[src/cdc_defs.svh]
// Offsets, field positions and reset values of the output debug counters
// Function
// - Count output frames in 16 bits; high read returns MSBs, snapshots LSBs, clears.
// - Frame-total low read returns LSBs snapshotted by the last high read.
// - Count errored output frames in 16 bits; high read returns MSBs, snapshots, clears.
// - Errored-frame low read returns LSBs snapshotted by the last high read.
// - Count output lines in 16 bits; high read returns MSBs, snapshots LSBs, clears.
// - Line-total low returns snapshotted LSBs; software reads high first.
`ifndef CDC_DEFS_SVH
`define CDC_DEFS_SVH
`define CDC_ADDR_FRAME_TOTAL_HIGH 8'h90
`define CDC_ADDR_FRAME_TOTAL_LOW 8'h91
`define CDC_ADDR_ERRORED_FRAME_HIGH 8'h92
`define CDC_ADDR_ERRORED_FRAME_LOW 8'h93
`define CDC_ADDR_LINE_TOTAL_HIGH 8'h94
`define CDC_ADDR_LINE_TOTAL_LOW 8'h95
`define CDC_CNT_RESET 16'h0000
`define CDC_SNAP_RESET 8'h00
`define CDC_FLD_HIGH_MSB 15
`define CDC_FLD_HIGH_LSB 8
`endif

[src/cdc_pkg.sv]
// Types shared by the output debug counter block
package cdc_pkg;
  typedef struct packed {
    logic frame_done;
    logic frame_err;
    logic line_done;
  } cdc_evt_t;
  typedef struct packed {
    logic rd;
    logic [7:0] addr;
  } cdc_rd_t;
endpackage

[src/cdc_counter.sv]
// One read-clear 16-bit counter with low-byte snapshot
`timescale 1ns/1ps
`default_nettype none
`include "cdc_defs.svh"
module cdc_counter #(
  parameter int WIDTH = 16
) (
  input wire logic mclk,
  input wire logic reset,
  input wire logic inc,
  input wire logic rd_high,
  output logic [7:0] high_byte,
  output logic [7:0] low_snap
);
  import cdc_pkg::*;

  // Byte split and snapshot assume a 16-bit count
  if (WIDTH != 16) begin : g_bad_width
    $error("cdc_counter supports 16-bit counters only");
  end

  typedef struct packed {
    logic [WIDTH-1:0] cnt;
    logic [7:0] snap;
  } cdc_cnt_state_t;

  cdc_cnt_state_t st_ff;
  cdc_cnt_state_t nxt_st;

  always_comb begin
    nxt_st = st_ff;
    if (rd_high) begin
      // Clear on read; an event in the same cycle starts the new count
      nxt_st.snap = st_ff.cnt[7:0];
      nxt_st.cnt = inc ? WIDTH'(1) : `CDC_CNT_RESET;
    end else if (inc) begin
      nxt_st.cnt = st_ff.cnt + WIDTH'(1);
    end
  end

  always_ff @(posedge mclk or posedge reset) begin
    if (reset) begin
      st_ff <= '{cnt: `CDC_CNT_RESET, snap: `CDC_SNAP_RESET};
    end else begin
      st_ff <= nxt_st;
    end
  end

  assign high_byte = st_ff.cnt[`CDC_FLD_HIGH_MSB:`CDC_FLD_HIGH_LSB];
  assign low_snap = st_ff.snap;
endmodule // cdc_counter
`default_nettype wire

[src/cdc_top.sv]
// Register bank of frame, errored-frame and line counters for the output port
`timescale 1ns/1ps
`default_nettype none
`include "cdc_defs.svh"
module cdc_top (
  input wire logic mclk,
  input wire logic reset,
  input wire cdc_pkg::cdc_evt_t evt,
  input wire cdc_pkg::cdc_rd_t req,
  output logic [7:0] rdata,
  output logic hit
);
  import cdc_pkg::*;

  // ----------------------------------------
  // Sizes
  // ----------------------------------------
  // Frame total, errored frames, line total
  localparam int NUM_CNT = 3;
  localparam int CNT_W = 16;

  // Slot code of the counter a register belongs to
  localparam int SLOT_W = 2;

  // Code NUM_CNT means no counter addressed
  localparam logic [SLOT_W-1:0] SLOT_NONE = SLOT_W'(NUM_CNT);
  localparam logic [SLOT_W-1:0] SLOT_FRAME = SLOT_W'(0);
  localparam logic [SLOT_W-1:0] SLOT_ERRORED = SLOT_W'(1);
  localparam logic [SLOT_W-1:0] SLOT_LINE = SLOT_W'(2);

  // ----------------------------------------
  // Elaboration checks
  // ----------------------------------------
  // Slot code must leave room for the none code
  if (NUM_CNT >= (1 << SLOT_W)) begin : g_bad_slot_w
    $error("slot code too narrow for the counter count");
  end

  // High byte field must be the top byte of the count
  if (`CDC_FLD_HIGH_MSB != CNT_W - 1 || `CDC_FLD_HIGH_LSB != 8) begin : g_bad_field
    $error("high byte field does not match the counter width");
  end

  // Low registers sit one above their high registers
  if (`CDC_ADDR_FRAME_TOTAL_LOW != `CDC_ADDR_FRAME_TOTAL_HIGH + 1) begin : g_bad_frame_map
    $error("frame-total low register must follow its high register");
  end

  if (`CDC_ADDR_ERRORED_FRAME_LOW != `CDC_ADDR_ERRORED_FRAME_HIGH + 1) begin : g_bad_err_map
    $error("errored-frame low register must follow its high register");
  end

  if (`CDC_ADDR_LINE_TOTAL_LOW != `CDC_ADDR_LINE_TOTAL_HIGH + 1) begin : g_bad_line_map
    $error("line-total low register must follow its high register");
  end

  // ----------------------------------------
  // Address decode
  // ----------------------------------------
  // Counter whose high register sits at addr; reading it clears that counter
  function automatic logic [SLOT_W-1:0] high_slot(input logic [7:0] addr);
    logic [SLOT_W-1:0] slot;
    slot = SLOT_NONE;
    case (addr)
      `CDC_ADDR_FRAME_TOTAL_HIGH: begin
        slot = SLOT_FRAME;
      end
      `CDC_ADDR_ERRORED_FRAME_HIGH: begin
        slot = SLOT_ERRORED;
      end
      `CDC_ADDR_LINE_TOTAL_HIGH: begin
        slot = SLOT_LINE;
      end
      default: begin
        slot = SLOT_NONE;
      end
    endcase
    return slot;
  endfunction

  // Counter whose snapshot register sits at addr; reading it has no side effect
  function automatic logic [SLOT_W-1:0] low_slot(input logic [7:0] addr);
    logic [SLOT_W-1:0] slot;
    slot = SLOT_NONE;
    case (addr)
      `CDC_ADDR_FRAME_TOTAL_LOW: begin
        slot = SLOT_FRAME;
      end
      `CDC_ADDR_ERRORED_FRAME_LOW: begin
        slot = SLOT_ERRORED;
      end
      `CDC_ADDR_LINE_TOTAL_LOW: begin
        slot = SLOT_LINE;
      end
      default: begin
        slot = SLOT_NONE;
      end
    endcase
    return slot;
  endfunction

  // ----------------------------------------
  // Request decode
  // ----------------------------------------
  logic [SLOT_W-1:0] rd_high_slot;
  logic [SLOT_W-1:0] rd_low_slot;

  assign rd_high_slot = req.rd ? high_slot(req.addr) : SLOT_NONE;
  assign rd_low_slot = req.rd ? low_slot(req.addr) : SLOT_NONE;

  // ----------------------------------------
  // Event routing
  // ----------------------------------------
  // Errored frames count on their own pulse, not on frame_done
  logic [NUM_CNT-1:0] inc_v;

  assign inc_v[0] = evt.frame_done;
  assign inc_v[1] = evt.frame_err;
  assign inc_v[2] = evt.line_done;

  // ----------------------------------------
  // Counters
  // ----------------------------------------
  logic [7:0] hi_byte [NUM_CNT];
  logic [7:0] lo_byte [NUM_CNT];
  logic [NUM_CNT-1:0] rdh_v;

  for (genvar i = 0; i < NUM_CNT; i++) begin : g_cnt
    assign rdh_v[i] = (rd_high_slot == SLOT_W'(i));

    cdc_counter #(
      .WIDTH(CNT_W)
    ) u_cnt (
      .mclk(mclk),
      .reset(reset),
      .inc(inc_v[i]),
      .rd_high(rdh_v[i]),
      .high_byte(hi_byte[i]),
      .low_snap(lo_byte[i])
    );
  end

  // ----------------------------------------
  // Read data
  // ----------------------------------------
  typedef struct packed {
    logic [7:0] rdata;
    logic hit;
  } cdc_rd_state_t;

  cdc_rd_state_t st_ff;
  cdc_rd_state_t nxt_st;

  // Unmapped reads answer zero with no hit
  always_comb begin
    nxt_st.rdata = 8'h00;
    nxt_st.hit = 1'b0;
    for (int k = 0; k < NUM_CNT; k++) begin
      if (rd_high_slot == SLOT_W'(k)) begin
        nxt_st.hit = 1'b1;
        nxt_st.rdata = hi_byte[k];
      end
      if (rd_low_slot == SLOT_W'(k)) begin
        nxt_st.hit = 1'b1;
        nxt_st.rdata = lo_byte[k];
      end
    end
  end

  always_ff @(posedge mclk or posedge reset) begin
    if (reset) begin
      st_ff <= '{rdata: 8'h00, hit: 1'b0};
    end else begin
      st_ff <= nxt_st;
    end
  end

  // ----------------------------------------
  // Outputs
  // ----------------------------------------
  // Answer stands for one cycle after the read
  assign rdata = st_ff.rdata;
  assign hit = st_ff.hit;
endmodule // cdc_top
`default_nettype wire
[config.mk]
export PLATFORM = sky130hd
export DESIGN_NAME = cdc_top
export DESIGN_NICKNAME = d
export VERILOG_FILES = /design/src/cdc_pkg.sv /design/src/cdc_counter.sv /design/src/cdc_top.sv
export VERILOG_INCLUDE_DIRS = /design/src /design/src/src
export SDC_FILE = /design/constraint.sdc
export NUM_CORES = 1
export LEC_CHECK = 0
export ABC_CLOCK_PERIOD_IN_PS = 2610
export BUFFER_PORTS_ARGS = -buffer_cell sky130_fd_sc_hd__buf_2
export CORE_MARGIN = 5
export CORE_UTILIZATION = 30
export CTS_BUF_LIST = sky130_fd_sc_hd__clkbuf_2
export DETAILED_ROUTE_END_ITERATION = 7
export GPL_ROUTABILITY_DRIVEN = 0
export MAX_ROUTING_LAYER = met4
export SLEW_MARGIN = 40
export SYNTH_ARGS = -nofsm -noshare
export SYNTH_HDL_FRONTEND = slang
export SYNTH_SLANG_ARGS = --single-unit
[constraint.sdc]
create_clock -name mclk -period 2.61 [get_ports mclk]
set_clock_uncertainty 0.05 [all_clocks]
set_input_delay 0 -clock mclk [delete_from_list [all_inputs] [get_ports mclk]]
set_output_delay 0 -clock mclk [all_outputs]
set_load 0.01 [all_outputs]
==> results.yml <==
power_and_ir_drop:
  power.density_nw_per_um2: 603.2
  ir_drop_mv: 0.2285
  p_leak_nw: 1.992
sta:
  fin_crit_sh_pct: 68.73
  rsz0062_at_grt: "false"
  relSlewSlack_pct: 47.39
  fmax_mhz: 557.4
  hold_viol: 0
  min_period_ns: 1.794
  tns_ns: 0
  report.final.slew_viol_count: 0
  setup_violations: 0
  worstMarginPinSlew_ns: 0.7892
min_path:
  hold_start: "req[7]"
  whs_path_depth: 5
  hold_path_class: "in2reg"
  whs_endpoint: "rdata[2]$_DFF_PP0_"
logic_synthesis:
  synth_seq_cells: 81
  synth_compound_gate_area_share_pct: 6.594
  ys_warn_count: 0
  syn_avg_cell_area_um2: 10.59
  synth_flop_cell: "dfrtp_1"
  yosys.area_share.adder_pct: 0.9375
  synth_top_family_by_area: "simple AND/OR/NAND/NOR gates"
  synthesis.area_um2: 4004
  yosys-mux-area-fraction_pct: 10.00
  synth_xor_area_share_pct: 7.875
  yosys.area_share.simple_pct: 20.31
  synth-edff-count: 0
  ys_async_sr_fraction_pct: 100.0
  syn-num-nets: 395
  syn_inst: 378
  ys_seq_area_share_pct: 50.63
  synth_cell_type_count: 41
setup_path:
  crit_path_max_incr_delay_ns: 0.49
  end_kind: "flip-flop"
  cp-start-kind: "flip-flop"
  r2r_slack_ns: 0.82
  critPathArrivalTime_ns: 2.22
  path_cells: "and4_1 > nand4_1 > or3_1 > a21oi_1"
  critPathMaxFanout: 10
  r2r-start: "g_cnt[0].u_cnt.st_ff[10]$_DFFE_PP0P_"
  rr_worst_depth: 4
  rr_endpoint: "g_cnt[0].u_cnt.high_byte[7]$_DFFE_PP0P_"
  slowest_stage: "and4_1"
  critPathKind: "reg2reg"
  crit_required_ns: 3.04
detailed_routing:
  drt_first_pass_iters: 4
  antenna_left: 0
  route.detailed.drc: 0
  wl_per_cell_um: 14.24
  vias_per_cell: 4.838
  drt_iter0_markers: 188
  num_vias: 2859
  drt-total-wl_um: 8414
cells_and_area:
  n_antenna_cell: 0
  drive_gt1_share_pct: 18.31
  num-nets-final: 427
  n_fill_cell: 1318
  fin_area_um2: 4486
  area_growth_pct: 12.03
cts:
  path_clk_slew_ns: 0.19
  clockRootBuffer: "clkbuf_2"
  cts_buffers: 9
  h-tree-depth: 3
  cts_tree: "built"
  cts_buffer_depth: 2
  cts_sinks: 81
  cts_resized: 0
  insertion_delay_ns: 0.56
  post-cts-setup-buffers: 0
  hold_buffers: 13
run_status:
  status: "finished clean"
die:
  io_pins: 23
  die_w_um: 125.5
  start_util_pct: 30.35
  fp-row-count: 42
  dieArea_um2: 15760
  coreArea_um2: 13190
  die_height_um: 125.5
global_route:
  grt_pass1_vias: 2852
  track_usage_pct: 11.67
  antenna_found_initial: 0
  grt.overflow.total: 0
  grt_first_pass_wirelength_um: 14520
  grt_max_degree: 33
place:
  placed_cell_area_um2: 4264
  dp_hpwl_um: 6131
  portBuffers: 22
flow_run:
  drv_cap: 0
[cell type report]
class / instances / area [µm²] / area share (%)
Timing Repair Buffer: 40 / 277.8 / 6.192
Inverter: 10 / 38.79 / 0.8647
Multi-Input combinational cell: 268 / 1837 / 40.95
Sequential cell: 81 / 2027 / 45.19
Tap cell: 176 / 220.2 / 4.909
Clock buffer: 10 / 50.05 / 1.116
Clock inverter: 6 / 35.03 / 0.7810
[power by group]
part | total, mW | switching, mW | leakage, nW | internal, mW
Combinational | 0.520 | 0.294 | 0.846 | 0.226
Sequential | 1.63 | 0.210 | 1.09 | 1.42
Clock | 0.551 | 0.428 | 0.0591 | 0.123
Total | 2.71 | 0.933 | 1.99 | 1.77
[cell usage in the layout (no fill, tap or decap), types with 2 or more instances in the layout]
master and instances:
o2111ai_1 6, nand2b_1 8, inv_1 9, xor2_1 19, or4_1 2, o211ai_1 6, nand4_1 18, o21ai_0 10
dlygate4sd3_1 13, xnor2_1 17, clkbuf_2 10, nor4_1 7, or3_1 11, clkinv_2 4, nor2_1 38, buf_2 22
and3_1 4, nand3_1 15, mux2_2 24, nand2_1 23, buf_4 5, ha_1 3, and2_1 3, o31ai_1 2
a211oi_1 2, and4_1 5, dfrtp_1 81, nor3_1 7, nor2b_1 2, a21oi_1 12, mux2i_1 13
[worst max-delay path: cells and delay by family, from the launching register on]
family           cells  cell delay [ns]
AO/OA/AOI/OAI        1             0.14
flip-flops           1             0.45
AND/OR/NAND/NOR      3             1.10
[registers in the layout (all words and copies together), names as in the netlist]
| name | count |
|---|---|
| g_cnt.u_cnt.high_byte | 24 |
| g_cnt.u_cnt.low_snap | 24 |
| g_cnt.u_cnt.st_ff | 24 |
| rdata | 8 |
| hit | 1 |
[stage by stage]
step                      power (mW)  utilization, %  instances  worst slack [ns]  hold WS (ns)
after floorplan                1.997               -        378            0.4799       0.04066
after global placement         2.128           32.33        562            0.9154      -0.07827
after detailed placement       2.160           32.33        562            0.8551      -0.07102
after CTS                      2.733           33.96        591            0.8166      0.001830
after global routing           2.892           34.01        591            0.6772      0.006735
final                          2.706           34.01        591            0.8160       0.02229
[cells in the mapped netlist, types with 4 or more instances]
| cell | instances | area (µm²) |
|---|---|---|
| nor3_1 | 7 | 35.03 |
| nand4_1 | 18 | 112.6 |
| nand2b_1 | 8 | 50.05 |
| nand2_1 | 23 | 86.33 |
| dfrtp_1 | 81 | 2027 |
| or3_1 | 11 | 68.82 |
| mux2_2 | 24 | 270.3 |
| xor2_1 | 19 | 166.4 |
| o2111ai_1 | 6 | 52.55 |
| clkbuf_1 | 4 | 15.01 |
| xnor2_1 | 17 | 148.9 |
| buf_2 | 9 | 45.04 |
| and4_1 | 5 | 43.79 |
| inv_1 | 10 | 37.54 |
| a21oi_1 | 12 | 60.06 |
| o21ai_0 | 10 | 50.05 |
| nor4_1 | 8 | 50.05 |
| nand3_1 | 15 | 75.07 |
| mux2i_1 | 13 | 130.1 |
| o211ai_1 | 6 | 45.04 |
| and3_1 | 4 | 25.02 |
| nor2_1 | 38 | 142.6 |
[cells by family (layout without fill, tap and decap cells)]
family | count (synthesis) | after routing
XOR/XNOR | 36 | 36
multiplexers | 37 | 37
adder cells (fa/ha/maj) | 3 | 3
AND/OR/NAND/NOR | 151 | 151
flip-flops | 81 | 81
AO/OA/AOI/OAI | 41 | 41
buffers and inverters | 29 | 66
[worst max-delay path by stage]
stage                                         start                                 endpoint  slack, ns  cells past startpoint
2_1_floorplan                                 reset  g_cnt[0].u_cnt.high_byte[0]$_DFFE_PP0P_       0.48                      1
5_1_grt        g_cnt[2].u_cnt.st_ff[10]$_DFFE_PP0P_  g_cnt[2].u_cnt.high_byte[7]$_DFFE_PP0P_       0.68                      4
3_3_place_gp                                 req[3]   g_cnt[2].u_cnt.low_snap[7]$_DFFE_PP0N_       0.92                      4
4_1_cts        g_cnt[0].u_cnt.st_ff[10]$_DFFE_PP0P_  g_cnt[0].u_cnt.high_byte[7]$_DFFE_PP0P_       0.82                      4
3_5_place_dp   g_cnt[0].u_cnt.st_ff[10]$_DFFE_PP0P_  g_cnt[0].u_cnt.high_byte[7]$_DFFE_PP0P_       0.86                      4
6_report       g_cnt[0].u_cnt.st_ff[10]$_DFFE_PP0P_  g_cnt[0].u_cnt.high_byte[7]$_DFFE_PP0P_       0.82                      4
[per-layer routing]
layer / part of all wire, % / track usage, % / vias up
li1: - / - / 1413
met1: 48 / 15.48 / 1393
met2: 47 / 17.50 / 41
met3: 3.1 / 3.198 / 12
met4: 1.4 / 3.508 / 0
met5: 0 / - / -
Note: power is estimated with default switching activity, not from simulation.
